### src/rtl/lrac_pkg.sv
package lrac_pkg;
  // Clock rate and the one-second tick used for all settable times
  localparam int CLK_HZ = 100_000_000;
  localparam int TICK_TIME_S = 1;
  localparam int TICK_CYCLES = TICK_TIME_S * CLK_HZ;

  // Register indexes on the plain register port
  localparam logic [3:0] ADDR_CTRL = 4'h0;
  localparam logic [3:0] ADDR_LOWER = 4'h1;
  localparam logic [3:0] ADDR_UPPER = 4'h2;
  localparam logic [3:0] ADDR_AUX_TIME = 4'h3;
  localparam logic [3:0] ADDR_FLUSH_TIME = 4'h4;
  localparam logic [3:0] ADDR_ERR_CFG = 4'h5;
  localparam logic [3:0] ADDR_STATUS = 4'h6;
  localparam logic [3:0] ADDR_FIRST_CURRENT_OUTPUT = 4'h7;
  localparam logic [3:0] ADDR_OUT2 = 4'h8;
  localparam logic [3:0] ADDR_FLOW_LO = 4'h9;
  localparam logic [3:0] ADDR_FLOW_HI = 4'hA;
  localparam logic [3:0] ADDR_CMD = 4'hB;

  // Control and command register field positions
  localparam int CTRL_THR_LSB = 0;
  localparam int CTRL_LCNT_LSB = 2;
  localparam int CTRL_UCNT_LSB = 4;
  localparam int CTRL_AUX_LSB = 6;
  localparam int CTRL_PNT_LSB = 9;
  localparam int CTRL_METER_LSB = 11;
  localparam int CMD_ACK_BIT = 0;
  localparam int CMD_START_BIT = 1;

  // Values after reset
  localparam logic [15:0] CTRL_RESET = 16'h2014;
  localparam logic [15:0] LOWER_RESET = 16'h0000;
  localparam logic [15:0] UPPER_RESET = 16'h0100;
  localparam logic [15:0] AUX_TIME_RESET = 16'h0000;
  localparam logic [15:0] FLUSH_TIME_RESET = 16'h0000;
  localparam logic [15:0] ERR_CFG_RESET = 16'hAAAA;

  // Flow-meter constants in tenths of a litre per pulse
  localparam logic [15:0] METER_1L = 16'h000A;
  localparam logic [15:0] METER_2L5 = 16'h0019;
  localparam logic [15:0] METER_5L = 16'h0032;
  localparam logic [15:0] METER_10L = 16'h0064;
  localparam logic [15:0] METER_100L = 16'h03E8;
  localparam logic [15:0] METER_500L = 16'h1388;
  localparam logic [15:0] METER_1000L = 16'h2710;

  localparam int NUM_ERR = 8;

  typedef enum logic [1:0] {
    THR_LIMIT, THR_TWO_POINT, THR_RANGE, THR_SPARE
  } lrac_thr_mode_t;

  typedef enum logic [2:0] {
    AUX_OFF, AUX_BEFORE_RETRY, AUX_BEFORE, AUX_DURING,
    AUX_BEFORE_DURING, AUX_AFTER
  } lrac_aux_mode_t;

  typedef enum logic [1:0] {
    PNT_SINGLE, PNT_ALTERNATE, PNT_INPUT
  } lrac_point_mode_t;

  // Per-error signalling
  typedef enum logic [1:0] {
    SIG_NONE, SIG_MESSAGE, SIG_ALARM, SIG_ALARM2
  } lrac_sig_t;
endpackage

### src/rtl/lrac_channel.sv
`timescale 1ns/10ps
`default_nettype none
module lrac_channel (
  input wire logic clk,
  input wire logic resetn,
  input wire logic is_upper,
  input wire lrac_pkg::lrac_thr_mode_t mode,
  input wire logic [1:0] count_set,
  input wire logic [15:0] lower,
  input wire logic [15:0] upper,
  input wire logic [15:0] value,
  input wire logic eval,
  output logic relay,
  output logic led_red,
  output logic led_green,
  output logic want_retry
);
  import lrac_pkg::*;

  logic viol;
  logic release_ok;
  logic [1:0] need;
  logic [1:0] cnt_q;
  logic [1:0] cnt_inc;

  // Violation and release per mode; a setting of zero acts as one
  always_comb begin
    need = (count_set == 2'h0) ? 2'h1 : count_set;
    cnt_inc = cnt_q + 2'h1;
    case (mode)
      THR_TWO_POINT: begin
        viol = is_upper ? (value > upper) : (value > lower);
        release_ok = is_upper ? (value < lower) : !viol;
      end
      THR_RANGE: begin
        viol = is_upper ? (value > upper) : (value < lower);
        release_ok = !viol;
      end
      default: begin
        viol = is_upper ? (value > upper) : (value > lower);
        release_ok = !viol;
      end
    endcase
  end

  // Counting only advances on a result strobe; held while relay is on
  always_ff @(posedge clk or negedge resetn) begin
    if (!resetn) begin
      cnt_q <= 2'h0;
      relay <= 1'b0;
      want_retry <= 1'b0;
    end else if (eval) begin
      want_retry <= 1'b0;
      if (relay) begin
        if (release_ok) begin
          relay <= 1'b0;
          cnt_q <= 2'h0;
        end
      end else if (viol) begin
        if (cnt_inc >= need) begin
          relay <= 1'b1;
        end else begin
          cnt_q <= cnt_inc;
          want_retry <= 1'b1;
        end
      end else begin
        cnt_q <= 2'h0; // Breaks a run of consecutive results
      end
    end
  end

  // Indicator follows the relay state exactly
  always_ff @(posedge clk or negedge resetn) begin
    if (!resetn) begin
      led_red <= 1'b0;
      led_green <= 1'b1;
    end else if (eval) begin
      led_red <= relay ? !release_ok : (viol && cnt_inc >= need);
      led_green <= relay ? release_ok : !(viol && cnt_inc >= need);
    end
  end
endmodule
`default_nettype wire

### src/rtl/lrac_top.sv
// Design decisions made here: the placing of the registers and strobed register access.
`timescale 1ns/10ps
`default_nettype none
module lrac_top #(
  parameter int TICK_LEN = lrac_pkg::TICK_CYCLES
) (
  input wire logic clk,
  input wire logic resetn,
  input wire logic [3:0] reg_addr,
  input wire logic [15:0] reg_wdata,
  input wire logic reg_wr,
  input wire logic reg_rd,
  output logic [15:0] reg_rdata,
  input wire logic analysis_request,
  input wire logic result_valid,
  input wire logic [15:0] result_value,
  input wire logic flow_pulse_input,
  input wire logic sample_point_select_input,
  input wire logic [lrac_pkg::NUM_ERR-1:0] error_in,
  input wire logic external_acknowledge_input,
  output logic analysis_go,
  output logic sample_point,
  output logic inlet_valve,
  output logic outlet_valve,
  output logic aux_relay,
  output logic lower_threshold_relay,
  output logic upper_threshold_relay,
  output logic lower_led_red,
  output logic lower_led_green,
  output logic upper_led_red,
  output logic upper_led_green,
  output logic fault_relay,
  output logic error_message,
  output logic [15:0] first_current_output,
  output logic [15:0] second_current_output
);
  import lrac_pkg::*;

  typedef enum logic [2:0] {
    ST_IDLE, ST_AUX_PRE, ST_FLUSH, ST_RUN, ST_EVAL, ST_AUX_POST
  } lrac_state_t;

  logic [15:0] ctrl_q;
  logic [15:0] lower_q;
  logic [15:0] upper_q;
  logic [15:0] aux_time_q;
  logic [15:0] flush_time_q;
  logic [15:0] err_cfg_q;
  logic [31:0] flow_q;
  lrac_state_t state_q;
  lrac_state_t state_d;
  logic [31:0] tick_q;
  logic [15:0] sec_q;
  logic start_pend_q;
  logic retry_pend_q;
  logic retry_run_q;
  logic alt_q;
  logic flow_prev_q;
  logic external_acknowledge_input_prev_q;
  logic [NUM_ERR-1:0] err_prev_q;
  logic [NUM_ERR-1:0] alarm_q;
  logic [NUM_ERR-1:0] alarm_d;
  logic [NUM_ERR-1:0] cfg_alarm;
  logic [NUM_ERR-1:0] cfg_msg;
  lrac_thr_mode_t thr_mode;
  lrac_aux_mode_t aux_mode;
  lrac_point_mode_t pnt_mode;
  logic [2:0] meter_sel;
  logic [15:0] meter_step;
  logic wr_cmd;
  logic ack;
  logic take;
  logic aux_en;
  logic pre_needed;
  logic post_needed;
  logic eval;
  logic next_point;
  logic lower_retry;
  logic upper_retry;
  logic [15:0] upper_m1;

  // Field views of the control register
  assign thr_mode = lrac_thr_mode_t'(ctrl_q[CTRL_THR_LSB +: 2]);
  assign aux_mode = lrac_aux_mode_t'(ctrl_q[CTRL_AUX_LSB +: 3]);
  assign pnt_mode = lrac_point_mode_t'(ctrl_q[CTRL_PNT_LSB +: 2]);
  assign meter_sel = ctrl_q[CTRL_METER_LSB +: 3];
  assign wr_cmd = reg_wr && (reg_addr == ADDR_CMD);
  assign eval = (state_q == ST_RUN) && result_valid;

  // Aux relay only takes part with a nonzero time and an active mode
  assign aux_en = (aux_time_q != 16'h0000) && (aux_mode != AUX_OFF);
  assign pre_needed = aux_en && ((aux_mode == AUX_BEFORE) ||
    (aux_mode == AUX_BEFORE_DURING) ||
    ((aux_mode == AUX_BEFORE_RETRY) && retry_pend_q));
  assign post_needed = aux_en && (aux_mode == AUX_AFTER);
  assign take = (state_q == ST_IDLE) && (start_pend_q || retry_pend_q);

  // Retries keep the point in alternate mode only; fresh analyses pick it by mode
  always_comb begin
    case (pnt_mode)
      PNT_ALTERNATE: next_point = retry_pend_q ? sample_point : alt_q;
      PNT_INPUT: next_point = sample_point_select_input;
      default: next_point = 1'b0;
    endcase
  end

  // Sequencer: optional aux lead, flush, analysis, optional aux tail
  always_comb begin
    state_d = state_q;
    case (state_q)
      ST_IDLE: begin
        if (take) begin
          state_d = pre_needed ? ST_AUX_PRE : ST_FLUSH;
        end
      end
      ST_AUX_PRE: begin
        if (sec_q >= aux_time_q) begin
          state_d = ST_FLUSH;
        end
      end
      ST_FLUSH: begin
        if (sec_q >= flush_time_q) begin
          state_d = ST_RUN;
        end
      end
      ST_RUN: begin
        if (result_valid) begin
          state_d = ST_EVAL;
        end
      end
      ST_EVAL: begin
        state_d = post_needed ? ST_AUX_POST : ST_IDLE;
      end
      ST_AUX_POST: begin
        if (sec_q >= aux_time_q) begin
          state_d = ST_IDLE;
        end
      end
      default: state_d = ST_IDLE;
    endcase
  end

  always_ff @(posedge clk or negedge resetn) begin
    if (!resetn) begin
      state_q <= ST_IDLE;
    end else begin
      state_q <= state_d;
    end
  end

  // Seconds counter restarts on every phase change
  always_ff @(posedge clk or negedge resetn) begin
    if (!resetn) begin
      tick_q <= 32'h0;
      sec_q <= 16'h0;
    end else if (state_d != state_q) begin
      tick_q <= 32'h0;
      sec_q <= 16'h0;
    end else if (tick_q == 32'(TICK_LEN - 1)) begin
      tick_q <= 32'h0;
      if (sec_q != 16'hFFFF) begin
        sec_q <= sec_q + 16'h1;
      end
    end else begin
      tick_q <= tick_q + 32'h1;
    end
  end

  // Triggers seen while busy wait here, which stretches the interval
  always_ff @(posedge clk or negedge resetn) begin
    if (!resetn) begin
      start_pend_q <= 1'b0;
      retry_pend_q <= 1'b0;
      retry_run_q <= 1'b0;
    end else begin
      if (analysis_request || (wr_cmd && reg_wdata[CMD_START_BIT])) begin
        start_pend_q <= 1'b1;
      end else if (take && !retry_pend_q) begin
        start_pend_q <= 1'b0;
      end
      if (state_q == ST_EVAL) begin
        retry_pend_q <= lower_retry || upper_retry;
      end else if (take) begin
        retry_pend_q <= 1'b0;
      end
      if (take) begin
        retry_run_q <= retry_pend_q;
      end
    end
  end

  // Sampling point choice and alternation
  always_ff @(posedge clk or negedge resetn) begin
    if (!resetn) begin
      sample_point <= 1'b0;
      alt_q <= 1'b0;
    end else if (take) begin
      sample_point <= next_point;
      if (pnt_mode == PNT_ALTERNATE && !retry_pend_q) begin
        alt_q <= !alt_q;
      end
    end
  end

  // Results go to the output of the point they were taken from
  always_ff @(posedge clk or negedge resetn) begin
    if (!resetn) begin
      first_current_output <= 16'h0;
      second_current_output <= 16'h0;
    end else if (eval) begin
      if (!sample_point) begin
        first_current_output <= result_value;
      end else begin
        second_current_output <= result_value;
      end
    end
  end

  // Phase-driven outputs, registered from the next state
  always_ff @(posedge clk or negedge resetn) begin
    if (!resetn) begin
      analysis_go <= 1'b0;
      inlet_valve <= 1'b0;
      outlet_valve <= 1'b0;
      aux_relay <= 1'b0;
    end else begin
      analysis_go <= (state_d == ST_RUN) && (state_q != ST_RUN);
      inlet_valve <= state_d == ST_FLUSH;
      outlet_valve <= state_d == ST_FLUSH;
      aux_relay <= aux_en && ((state_d == ST_AUX_PRE) ||
        (state_d == ST_AUX_POST) || ((state_d == ST_RUN) &&
        ((aux_mode == AUX_DURING) ||
        (aux_mode == AUX_BEFORE_DURING))));
    end
  end

  lrac_channel u_lower (
    .clk(clk),
    .resetn(resetn),
    .is_upper(1'b0),
    .mode(thr_mode),
    .count_set(ctrl_q[CTRL_LCNT_LSB +: 2]),
    .lower(lower_q),
    .upper(upper_q),
    .value(result_value),
    .eval(eval),
    .relay(lower_threshold_relay),
    .led_red(lower_led_red),
    .led_green(lower_led_green),
    .want_retry(lower_retry)
  );

  lrac_channel u_upper (
    .clk(clk),
    .resetn(resetn),
    .is_upper(1'b1),
    .mode(thr_mode),
    .count_set(ctrl_q[CTRL_UCNT_LSB +: 2]),
    .lower(lower_q),
    .upper(upper_q),
    .value(result_value),
    .eval(eval),
    .relay(upper_threshold_relay),
    .led_red(upper_led_red),
    .led_green(upper_led_green),
    .want_retry(upper_retry)
  );

  // Meter constant in tenths of a litre so 2.5 l stays exact
  always_comb begin
    case (meter_sel)
      3'h0: meter_step = METER_1L;
      3'h1: meter_step = METER_2L5;
      3'h2: meter_step = METER_5L;
      3'h3: meter_step = METER_10L;
      3'h5: meter_step = METER_500L;
      3'h6: meter_step = METER_1000L;
      default: meter_step = METER_100L;
    endcase
  end

  // Rising pulse edges accumulate volume; a pulse during a clear leaves one meter step
  always_ff @(posedge clk or negedge resetn) begin
    if (!resetn) begin
      flow_prev_q <= 1'b0;
      flow_q <= 32'h0;
    end else begin
      flow_prev_q <= flow_pulse_input;
      if (flow_pulse_input && !flow_prev_q) begin
        if (reg_wr && (reg_addr == ADDR_FLOW_LO ||
            reg_addr == ADDR_FLOW_HI)) begin
          flow_q <= {16'h0, meter_step};
        end else begin
          flow_q <= flow_q + {16'h0, meter_step};
        end
      end else if (reg_wr && (reg_addr == ADDR_FLOW_LO ||
          reg_addr == ADDR_FLOW_HI)) begin
        flow_q <= 32'h0;
      end
    end
  end

  // Error routing: threshold results never reach this path
  always_comb begin
    ack = (wr_cmd && reg_wdata[CMD_ACK_BIT]) ||
      (external_acknowledge_input && !external_acknowledge_input_prev_q);
    for (int i = 0; i < NUM_ERR; i++) begin
      cfg_alarm[i] = err_cfg_q[2*i+1];
      cfg_msg[i] = err_cfg_q[2*i+1 -: 2] != 2'h0;
      if (error_in[i] && !err_prev_q[i] && cfg_alarm[i]) begin
        alarm_d[i] = 1'b1; // New error beats a same-cycle acknowledge
      end else if (ack || !error_in[i] || !cfg_alarm[i]) begin
        alarm_d[i] = 1'b0;
      end else begin
        alarm_d[i] = alarm_q[i];
      end
    end
  end

  // Fault relay is energised when healthy, so a dead supply reads as fault
  always_ff @(posedge clk or negedge resetn) begin
    if (!resetn) begin
      err_prev_q <= '0;
      alarm_q <= '0;
      external_acknowledge_input_prev_q <= 1'b0;
      fault_relay <= 1'b0;
      error_message <= 1'b0;
    end else begin
      err_prev_q <= error_in;
      alarm_q <= alarm_d;
      external_acknowledge_input_prev_q <= external_acknowledge_input;
      fault_relay <= !(|alarm_d);
      error_message <= |(error_in & cfg_msg);
    end
  end

  assign upper_m1 = (upper_q == 16'h0) ? 16'h0 : upper_q - 16'h1;

  // Register writes; lower is clamped below upper on either write
  always_ff @(posedge clk or negedge resetn) begin
    if (!resetn) begin
      ctrl_q <= CTRL_RESET;
      lower_q <= LOWER_RESET;
      upper_q <= UPPER_RESET;
      aux_time_q <= AUX_TIME_RESET;
      flush_time_q <= FLUSH_TIME_RESET;
      err_cfg_q <= ERR_CFG_RESET;
    end else if (reg_wr) begin
      case (reg_addr)
        ADDR_CTRL: ctrl_q <= reg_wdata;
        ADDR_LOWER: begin
          lower_q <= (reg_wdata >= upper_q) ? upper_m1 : reg_wdata;
        end
        ADDR_UPPER: begin
          upper_q <= reg_wdata;
          if (reg_wdata <= lower_q) begin
            lower_q <= (reg_wdata == 16'h0) ? 16'h0 :
              reg_wdata - 16'h1;
          end
        end
        ADDR_AUX_TIME: aux_time_q <= reg_wdata;
        ADDR_FLUSH_TIME: flush_time_q <= reg_wdata;
        ADDR_ERR_CFG: err_cfg_q <= reg_wdata;
        default: ;
      endcase
    end
  end

  // Read data stands in the cycle after the strobe; unmapped reads zero
  always_ff @(posedge clk or negedge resetn) begin
    if (!resetn) begin
      reg_rdata <= 16'h0;
    end else if (reg_rd) begin
      case (reg_addr)
        ADDR_CTRL: reg_rdata <= ctrl_q;
        ADDR_LOWER: reg_rdata <= lower_q;
        ADDR_UPPER: reg_rdata <= upper_q;
        ADDR_AUX_TIME: reg_rdata <= aux_time_q;
        ADDR_FLUSH_TIME: reg_rdata <= flush_time_q;
        ADDR_ERR_CFG: reg_rdata <= err_cfg_q;
        ADDR_STATUS: reg_rdata <= {alarm_q, retry_run_q,
          state_q, sample_point, !fault_relay, upper_threshold_relay,
          lower_threshold_relay};
        ADDR_FIRST_CURRENT_OUTPUT: reg_rdata <= first_current_output;
        ADDR_OUT2: reg_rdata <= second_current_output;
        ADDR_FLOW_LO: reg_rdata <= flow_q[15:0];
        ADDR_FLOW_HI: reg_rdata <= flow_q[31:16];
        default: reg_rdata <= 16'h0;
      endcase
    end else begin
      reg_rdata <= 16'h0;
    end
  end
endmodule
`default_nettype wire

### config.mk
export PLATFORM = sky130hd
export DESIGN_NAME = lrac_top
export DESIGN_NICKNAME = d
export VERILOG_FILES = /design/src/rtl/lrac_pkg.sv /design/src/rtl/lrac_channel.sv /design/src/rtl/lrac_top.sv
export SDC_FILE = /design/constraint.sdc
export NUM_CORES = 1
export LEC_CHECK = 0
export BUFFER_PORTS_ARGS = -buffer_cell sky130_fd_sc_hd__buf_2
export CORE_AREA = 2 2 160 225
export DETAILED_ROUTE_END_ITERATION = 10
export DIE_AREA = 0 0 162 227
export PLACE_DENSITY = 0.67
export REMOVE_ABC_BUFFERS = 1
export SYNTH_ARGS = -nofsm -noshare
export SYNTH_HDL_FRONTEND = slang
export SYNTH_HIERARCHICAL = 1
export SYNTH_SLANG_ARGS = --single-unit
### constraint.sdc
create_clock -name clk -period 6 [get_ports clk]
set_clock_uncertainty 0.15 [all_clocks]
set_input_delay 1.5 -clock clk [delete_from_list [all_inputs] [get_ports clk]]
set_output_delay 1.5 -clock clk [all_outputs]
set_load 0.05 [all_outputs]
==> results.toml, run 1 <==
[outcome]
status = "completed"

[drt]
num_vias = 14700
ant_nets = 0
vias_per_cell = 6.20
dr.pass1.iters = 7
drt_wl_total_mm = 56.6
dr.first_iter.drc_count = 1167
drc_errors = 0
avgRoutedWirePerCell_um = 23.9

[worst_setup_path]
crit_chain = "buf_2 -> nor4b_4 -> nand2_1 -> a211oi_1 -> o221ai_1 -> nand3_1 -> o21a_1 -> o22ai_1"
worstSetupPathType = "input pin to flip-flop"
reg2reg_depth = 12
worstPathBufferInverterCount = 1
reg2reg_setup_slack_ns = 2.12
r2r_start = "ctrl_q[11]"
critPathLaunchType = "input pin"
rr_endpoint = "flow_q[20]"
cp_max_fo = 32
cp_top_family = "simple AND/OR/NAND/NOR gates"
worstPathRequired_ns = 6.26
cpPeakStageDelay_ns = 0.85
cp.depth = 8
cpMaxStageDelayCell = "nand3_1"
worst_ep_arrival_time_ns = 4.39
endpoint_kind = "flip-flop"

[power_and_ir_drop]
power.leakage_uw = 0.00874
peakVddDrop_mv = 0.289
power_density_mw_per_mm2 = 404

[clock_network]
cts_buffer_depth = 3
cts_buffers = 27
cts_hold_buf = 0
cts_tree = "yes"
root_buffer = "clkbuf_16"
clk_pin_slew_ns = 0.06
cts_htree_levels = 1
cts_setup_buffers = 0
clk_latency_ns = 0.59
cts_resized = 0
clock-sinks = 265

[global_route]
antenna_found_initial = 1
gr-total-overflow = 0
grt_pass1_vias = 14700
grt.total_usage_pct = 30.8
grt_max_degree = 120
grt_pass1_wl_mm = 85.9

[hold_path]
hold_path_depth = 1
min_delay_worst_endpoint = "alarm_q[4]"
hold_path_startpoint = "err_prev_q[4]"
hold_path_class = "flip-flop to flip-flop"

[layout]
final_layout_size_suffix_gt1_share_pct = 18.5
final_cell_area_sq_mm = 0.0193
final_cell_count_no_fill = 2369
area_delta_synth_final_pct = 11.7
nFillCells = 3111
final_nets = 2101
insertedDiodeCount = 0

[sta]
max_slew_margin_pct = 15.1
rsz0062_at_grt = "no"
final.setup.worst_slack_ns = 1.87
drv_slew = 0
setup_viol = 0
min_period_ns = 4.13
max_freq_mhz = 242
period_share_pct = 68.9
worst_pin_slew_ns = 1.26
fin_setup_tns_ns = 0
hold_violations = 0

[floorplan]
die_w_um = 162
die_h_um = 227
die-area_sq_mm = 0.0368
core_sq_mm = 0.0347
initial_core_util_pct = 49.8
std_cell_rows = 81
io_pins = 114

[yosys]
ys_ff_latch = 265
synth_warnings = 6
synthArstFlopShare_pct = 100
yosysSeqAreaShare_pct = 38.5
syn_inst = 1788
synthDominantCellAreaShare_pct = 36.4
synth.area.top_cells = "dfrtp_1, ha_1, mux2_2"
synth_area_leader_cell = "dfrtp_1"
syn_avg_cell_area_sq_um = 9.65
synth_area_sq_mm = 0.0172
synth_edf_count = 0
ys_types = 92
synth_top_flop_cell = "dfrtp_1"

[job]
drv_cap = 0

[placed_design]
port_buffers = 113
place_congestion = 0.944
preCtsSetupSlack_ns = 1.38
hpwl_mm = 42.9
dp.cells = 2319
place_area_sq_mm = 0.0183
## final cells by class
cell class	count	area [sq um]	area share, %
sequential	265	6650	34.5
tap	456	571	2.96
clock inverter	16	236	1.23
clock buffer	34	732	3.80
multi-input combinational	1300	9710	50.4
timing repair buffer	136	748	3.89
inverter	162	608	3.16
## report_power, final
group	switching, uW	leakage (uW)	total [uW]	internal (uW)
sequential	703	0.00338	2900	2200
clock	771	0.000460	1860	1090
combinational	1910	0.00490	3010	1100
total	3390	0.00874	7770	4390
## flip-flops by register name, summed over array words and instances, names as in the netlist, 3 cells and up
| signal | flops |
|---|---|
| alarm_q | 8 |
| aux_time_q | 16 |
| ctrl_q | 16 |
| err_cfg_q | 16 |
| err_prev_q | 8 |
| first_current_output | 16 |
| flow_q | 32 |
| flush_time_q | 16 |
| lower_q | 16 |
| reg_rdata | 16 |
| sec_q | 16 |
| second_current_output | 16 |
| state_q | 3 |
| tick_q | 32 |
| upper_q | 16 |
## how the worst max path moves through the flow
stage | slack (ns) | from | end
2_1_floorplan | 1.73 | reg_addr[0] | lower_q[0]
3_3_place_gp | 1.42 | reg_addr[0] | lower_q[0]
3_5_place_dp | 1.38 | reg_addr[0] | lower_q[0]
4_1_cts | 1.94 | reg_addr[0] | lower_q[0]
5_1_grt | 1.77 | reg_addr[0] | lower_q[0]
6_report | 1.87 | reg_addr[0] | lower_q[0]
## kinds of logic after synthesis
kind of cell,Yosys count,synth area share (%)
AO/OA/AOI/OAI,370,15.4
XOR/XNOR,91,4.62
adder cells (fa/ha/maj),156,11.4
buffers and inverters,231,5.46
flip-flops,265,38.5
multiplexers,125,8.12
other,2,0.0435
AND/OR/NAND/NOR,548,16.5
## layer usage
metal / up-vias / GRT usage [%] / wire length, um / part of all wire [%]
li1: 6680 / - / - / -
met4: 2 / 22.8 / 4780 / 8.4
met5: - / 0 / 5 / 0.0088
met2: 616 / 52.2 / 27000 / 48
met3: 214 / 4.81 / 4100 / 7.2
met1: 7169 / 35.4 / 20700 / 37
## cells in the mapped netlist (31+ instances only)
master,instances
nor3_1,31
nor2_1,145
xor2_1,47
ha_1,155
dfrtp_1,251
nand2_1,140
inv_1,162
a21oi_1,93
nand3_1,45
clkbuf_1,41
xnor2_1,44
mux2_2,104
o21ai_0,60
nand4_1,38
## cell usage in the layout, fill, tap and decap left out, types with 8 or more instances in the layout
| master | n |
|---|---|
| a221oi_1 | 23 |
| or3_1 | 8 |
| a222oi_1 | 16 |
| dfstp_2 | 14 |
| nand2b_1 | 15 |
| nand2_1 | 140 |
| xnor2_1 | 44 |
| o21a_1 | 12 |
| mux2_2 | 104 |
| xor2_1 | 47 |
| o21ai_0 | 60 |
| ha_1 | 155 |
| a22oi_1 | 23 |
| a21o_1 | 17 |
| a21oi_1 | 92 |
| nor2b_1 | 12 |
| clkbuf_16 | 27 |
| dfrtp_1 | 251 |
| or4_1 | 8 |
| buf_2 | 112 |
| o221ai_1 | 18 |
| a31oi_1 | 15 |
| conb_1 | 10 |
| nand3_1 | 45 |
| mux2i_1 | 17 |
| nor3_1 | 30 |
| nor2_1 | 145 |
| inv_1 | 162 |
| a22o_1 | 24 |
| nor4_1 | 25 |
| buf_4 | 23 |
| nand4_1 | 38 |
| and3_1 | 24 |
## worst reg2reg max path, cell delays in order (launching register included)
cell and delay, ns:
dfrtp_1 0.53, inv_1 0.14, nor3_1 0.33, ha_1 0.26, inv_1 0.06, fa_1 0.38
nor2b_1 0.22, o2111ai_1 0.26, a311oi_1 0.65, nor3b_2 0.26, nor4_1 0.30, xnor2_1 0.17
nor2_1 0.05
## stage by stage
stage               hold WS (ns)  util, %  total power (uW)
finish                     0.278     55.6              7770
global route               0.297     55.6              8180
CTS                        0.277     55.6              7750
detailed placement         0.269     52.8              5890
global placement           0.266     52.8              5810
floorplan                  0.249        -              4800
(Power assumes the default switching activity.)
==> run 2, diff against run 1 <==
--- a/config.mk
+++ b/config.mk
@@ -5,11 +5,12 @@
 export SDC_FILE = /design/constraint.sdc
 export NUM_CORES = 1
 export LEC_CHECK = 0
+export ABC_AREA = 1
 export BUFFER_PORTS_ARGS = -buffer_cell sky130_fd_sc_hd__buf_2
-export CORE_AREA = 2 2 160 225
+export CORE_AREA = 2 2 168 236
 export DETAILED_ROUTE_END_ITERATION = 10
-export DIE_AREA = 0 0 162 227
-export PLACE_DENSITY = 0.67
+export DIE_AREA = 0 0 170 238
+export PLACE_DENSITY = 0.69
 export REMOVE_ABC_BUFFERS = 1
 export SYNTH_ARGS = -nofsm -noshare
 export SYNTH_HDL_FRONTEND = slang
==> constraint.sdc (replaced) <==
create_clock -name clk -period 3.5 [get_ports clk]
set_clock_uncertainty 0.15 [all_clocks]
set_input_delay 0.875 -clock clk [delete_from_list [all_inputs] [get_ports clk]]
set_output_delay 0.875 -clock clk [all_outputs]
set_load 0.05 [all_outputs]
==> results.toml, run 2 <==
[worst_setup_path]
worst_ep_arrival_time_ns = 3.36
worstPathRequired_ns = 3.82
endpoint_kind = "flip-flop"
reg2reg_depth = 15
r2r_start = "ctrl_q[13]"
reg2reg_setup_slack_ns = 0.46
cp_max_fo = 8
worstSetupPathType = "flip-flop to flip-flop"
critPathLaunchType = "flip-flop"
rr_endpoint = "flow_q[25]"

[yosys]
synth.area.top_cells = "dfrtp_1, nand2_1, ha_1"
synth_area_leader_cell = "dfrtp_1"
synth_top_flop_cell = "dfrtp_1"
synth_area_sq_mm = 0.0189
syn_avg_cell_area_sq_um = 7.30
ys_types = 56
ys_ff_latch = 265
yosysSeqAreaShare_pct = 35.2
synth_edf_count = 0
synthDominantCellAreaShare_pct = 33.2
synthArstFlopShare_pct = 100
synth_warnings = 6
syn_inst = 2589
synth.most_common_cell = "nand2_1"
yosys-top-cells-count = "nand2_1, inv_1, dfrtp_1"

[hold_path]
hold_path_class = "input pin to asynchronous set/reset pin"

[placed_design]
hpwl_mm = 51.0
port_buffers = 113
place_congestion = 1.04

[clock_network]
cts_setup_buffers = 0
cts_resized = 0
cts_tree = "yes"
cts_hold_buf = 0
cts_buffer_depth = 3
cts_htree_levels = 1
clock-sinks = 265
clk_pin_slew_ns = 0.07
root_buffer = "clkbuf_16"
cts_buffers = 29
clk_latency_ns = 0.60

[power_and_ir_drop]
p_sw_uw = 6280
p_seq_share_pct = 33.7
power.share.clock_pct = 24.3
power_frac_comb_pct = 42.0
power.leakage_uw = 0.0109
p_int_uw = 7530
peakVddDrop_mv = 0.697
swShare_pct = 45.5
power_density_mw_per_mm2 = 652

[global_route]
antenna_found_initial = 2
gr-total-overflow = 0
grt.total_usage_pct = 32.4
grt_max_degree = 77
grt_pass1_wl_mm = 101
grt_pass1_vias = 17900

[job]
drv_cap = 0

[outcome]
status = "completed"

[layout]
insertedDiodeCount = 0
area_delta_synth_final_pct = 12.1
reg_top3 = "flow_q: 32 flops, tick_q: 32 flops"
final_layout_size_suffix_gt1_share_pct = 13.6
final_nets = 2926
nFillCells = 3729
layout_common_cells = "nand2_1, inv_1, dfrtp_1"
layout_commonest_cell = "nand2_1"

[drt]
num_vias = 18400
maxUsedRoutingLayer = "met5"
vias_per_cell = 5.71
dr.pass1.iters = 6
drt_wl_total_mm = 65.4
ant_nets = 0
drc_errors = 0
wl_met1_mm = 23.7
avgRoutedWirePerCell_um = 20.3
wl_met2_mm = 32.5
dr_wl_met3_mm = 5.21
dr.first_iter.drc_count = 1677

[sta]
rsz0062_at_grt = "no"
hold_violations = 0
hold_slack_ns = 0.121
max_freq_mhz = 329
fin_setup_tns_ns = 0
period_share_pct = 86.8
worst_pin_slew_ns = 0.954
setup_viol = 0
min_period_ns = 3.04
max_slew_margin_pct = 36.2
drv_slew = 0

[floorplan]
die_w_um = 170
io_pins = 114
die_h_um = 238
die-area_sq_mm = 0.0405
std_cell_rows = 85
core_sq_mm = 0.0383
initial_core_util_pct = 49.4
-- run 2: changes by cell type in the layout (fill, tap and decap cells not counted), sizes merged, moves of 22 or more --
cell,before,now
nand2,141,660
inv,163,414
o21ai,62,212
nand3,47,195
mux2,108,0
nor2,146,229
o22ai,4,39
nand4,43,76
xnor2,44,11
a22o,24,0
a22oi,23,0
and3,24,2
-- run 2: routing by layer --
| metal | global-route usage (%) | up-vias |
|---|---|---|
| met5 | 0 | - |
| met4 | 17.1 | 4 |
| met3 | 5.57 | 213 |
| met2 | 57.9 | 786 |
| met1 | 36.6 | 8653 |
| li1 | - | 8719 |
-- run 2: cells by family (layout without fill, tap and decap cells) --
logic type	after synthesis	in the layout	synth area share [%]
simple gates	1234	1234	30.3
buf+inv	483	630	10.1
compound gates	409	409	12.2
flops	265	265	35.2
fa+ha+maj	156	156	10.4
xor+xnor	40	40	1.85
other cells	2	6	0.0397
-- run 2: power by group through the flow --
stage               Clock [uW]  Sequential, uW  Combinational [uW]
floorplan                    0            4960                3380
global placement             0            4660                5590
detailed placement           0            4670                5740
CTS                       3380            4620                5760
global route              3520            4680                6430
finish                    3360            4660                5800
-- run 2: stage by stage --
| stage | power (uW) | worst slack (ns) | cell area (sq um) | instances | util, % |
|---|---|---|---|---|---|
| after floorplan | 8350 | 0.634 | 18600 | 2529 | - |
| after global placement | 10300 | 0.261 | 20200 | 3164 | 52.6 |
| after global routing | 14600 | 0.122 | 21200 | 3218 | 55.3 |
| after detailed placement | 10400 | 0.272 | 20200 | 3164 | 52.6 |
| after CTS | 13800 | 0.510 | 21200 | 3218 | 55.3 |
| final | 13800 | 0.461 | 21200 | 3218 | 55.3 |
-- run 2: cell type report --
cell class	instances	area (sq um)	area share, %
Clock inverter	16	221	1.05
Tap cell	478	598	2.82
Multi-Input combinational cell	1845	10400	48.9
Inverter	419	1570	7.42
Clock buffer	38	810	3.82
Sequential cell	265	6650	31.4
Timing Repair Buffer	157	968	4.57
-- run 2: worst max-delay path by stage --
stage	start	endpoint	slack, ns
2_1_floorplan	reg_addr[3]	flow_q[8]	0.63
3_3_place_gp	reg_addr[0]	reg_rdata[6]	0.26
3_5_place_dp	reg_addr[0]	reg_rdata[6]	0.27
4_1_cts	ctrl_q[12]	flow_q[20]	0.51
5_1_grt	ctrl_q[12]	flow_q[18]	0.12
6_report	ctrl_q[13]	flow_q[25]	0.46
-- run 2: worst max-delay path, stage by stage (launching register included) --
cell and delay [ns]:
dfstp_2 0.63, inv_1 0.16, nor2_1 0.27, nand2_1 0.12, nand2_1 0.13, ha_1 0.29
a21oi_1 0.20, inv_1 0.06, nor2_1 0.10, nand2_1 0.15, nand3_1 0.12, nand2_1 0.14
nand2_1 0.13, nand3b_1 0.08, nand4_1 0.12, nand2_1 0.07
==> run 3, diff against run 2 <==
--- a/config.mk
+++ b/config.mk
@@ -8,6 +8,7 @@
 export ABC_AREA = 1
 export BUFFER_PORTS_ARGS = -buffer_cell sky130_fd_sc_hd__buf_2
 export CORE_AREA = 2 2 168 236
+export CTS_BUF_LIST = sky130_fd_sc_hd__clkbuf_8 sky130_fd_sc_hd__clkbuf_16
 export DETAILED_ROUTE_END_ITERATION = 10
 export DIE_AREA = 0 0 170 238
 export PLACE_DENSITY = 0.69
==> results.toml, run 3 (synthesized netlist as in run 2, its figures left out) <==
[outcome]
status = "completed"

[clock_network]
clk_pin_slew_ns = 0.07
cts_htree_levels = 1
cts_tree = "yes"
cts_buffer_depth = 3
cts_buffers = 29
cts_hold_buf = 0
cts_resized = 0
clock-sinks = 265
cts_setup_buffers = 0
clk_latency_ns = 0.60
root_buffer = "clkbuf_16"

[power_and_ir_drop]
p_total_uw = 13800
peakVddDrop_mv = 0.696
power.leakage_uw = 0.0109
power_density_mw_per_mm2 = 651

[drt]
maxUsedRoutingLayer = "met5"
drc_errors = 0
avgRoutedWirePerCell_um = 20.3
dr.pass1.iters = 6
wl_met1_mm = 23.8
ant_nets = 0
vias_per_cell = 5.71
dr.first_iter.drc_count = 1687
wl_met2_mm = 32.5
num_vias = 18400
drt_wl_total_mm = 65.4
dr_wl_met3_mm = 5.10

[placed_design]
port_buffers = 113
dp.cells = 3164
hpwl_mm = 51.0
preCtsSetupSlack_ns = 0.272
place_congestion = 1.04

[worst_setup_path]
crit_start = "ctrl_q[12]"
worst_ep_arrival_time_ns = 3.39
reg2reg_setup_slack_ns = 0.47
reg2reg_depth = 18
crit_chain = "inv_1 -> nand2_1 -> nor2_1 -> ha_1 -> inv_1 -> fa_1 -> inv_1 -> nand3_1 -> nand2_1 -> a21oi_1 -> buf_4 -> o21ai_1 -> nand2_1 -> nand2_1 -> nand3_1 -> nand2_1 -> nand2_1 -> nor2_1"
cpMaxStageDelayCell = "dfrtp_1"
worstPathRequired_ns = 3.86
worstSetupPathType = "flip-flop to flip-flop"
cpPeakStageDelay_ns = 0.40
cp_max_fo = 5
critPathLaunchType = "flip-flop"
endpoint_kind = "flip-flop"
crit_top_cell = "nand2_1"
r2r_start = "ctrl_q[12]"

[sta]
final.setup.worst_slack_ns = 0.474
max_freq_mhz = 330
fin_setup_tns_ns = 0
max_slew_margin_pct = 36.2
period_share_pct = 86.5
min_period_ns = 3.03
rsz0062_at_grt = "no"
drv_slew = 0
hold_violations = 0
setup_viol = 0
worst_pin_slew_ns = 0.955

[layout]
layout_common_cells = "nand2_1, inv_1, dfrtp_1"
insertedDiodeCount = 0
reg_top3 = "flow_q: 32 flops, tick_q: 32 flops"
area_delta_synth_final_pct = 12.1
final_cell_count_no_fill = 3218
final_layout_size_suffix_gt1_share_pct = 13.6
final_nets = 2926
layout_commonest_cell = "nand2_1"

[global_route]
gr-total-overflow = 0
grt_pass1_vias = 17900
antenna_found_initial = 2
grt.total_usage_pct = 32.4
grt_pass1_wl_mm = 101
grt_max_degree = 77

[floorplan]
core_sq_mm = 0.0383
std_cell_rows = 85
io_pins = 114
die_w_um = 170
die-area_sq_mm = 0.0405
initial_core_util_pct = 49.4
die_h_um = 238

[hold_path]
hold_path_class = "input pin to asynchronous set/reset pin"

[job]
drv_cap = 0
run 3: changes by cell type in the layout (fill, tap and decap cells not counted), sizes merged:
cell	change
clkbuf	-4
inv	+4
run 3: worst max-delay path: cells and delay by family, from the launching register on:
| kind | cells | cell delay (ns) |
|---|---|---|
| AND/OR/NAND/NOR | 10 | 1.03 |
| AO/OA/AOI/OAI | 2 | 0.34 |
| flip-flops | 1 | 0.40 |
| adder cells (fa/ha/maj) | 2 | 0.59 |
| buffers and inverters | 4 | 0.44 |
run 3: power by group:
part / switching (uW) / total (uW) / internal [uW]
clock network: 1360 / 3350 / 1980
registers: 920 / 4660 / 3740
logic: 4000 / 5790 / 1800
run 3: worst paths after layout:
path | endpoint
max | flow_q[18]
min | second_current_output[11]
max reg2reg | flow_q[18]
min reg2reg | alt_q
max in group asynchronous | err_cfg_q[13]
min in group clk | flow_prev_q
run 3: metal layers:
metal	vias up	global-route usage [%]
li1	8716	-
met1	8672	36.6
met2	774	57.9
met3	210	5.57
met4	4	17.1
met5	-	0
run 3: layout make-up:
class	count	area, sq um
Clock inverter	20	236
Fill cell	3729	17100
Multi-Input combinational cell	1845	10400
Tap cell	478	598
Inverter	419	1570
Clock buffer	34	795
Timing Repair Buffer	157	968
Sequential cell	265	6650
run 3: stage by stage:
stage | instance area, sq um | hold WS (ns) | utilization, %
finish | 21200 | 0.126 | 55.3
global route | 21200 | 0.152 | 55.3
CTS | 21200 | 0.152 | 55.3
detailed placement | 20200 | 0.315 | 52.6
global placement | 20200 | 0.314 | 52.6
floorplan | 18600 | 0.295 | -
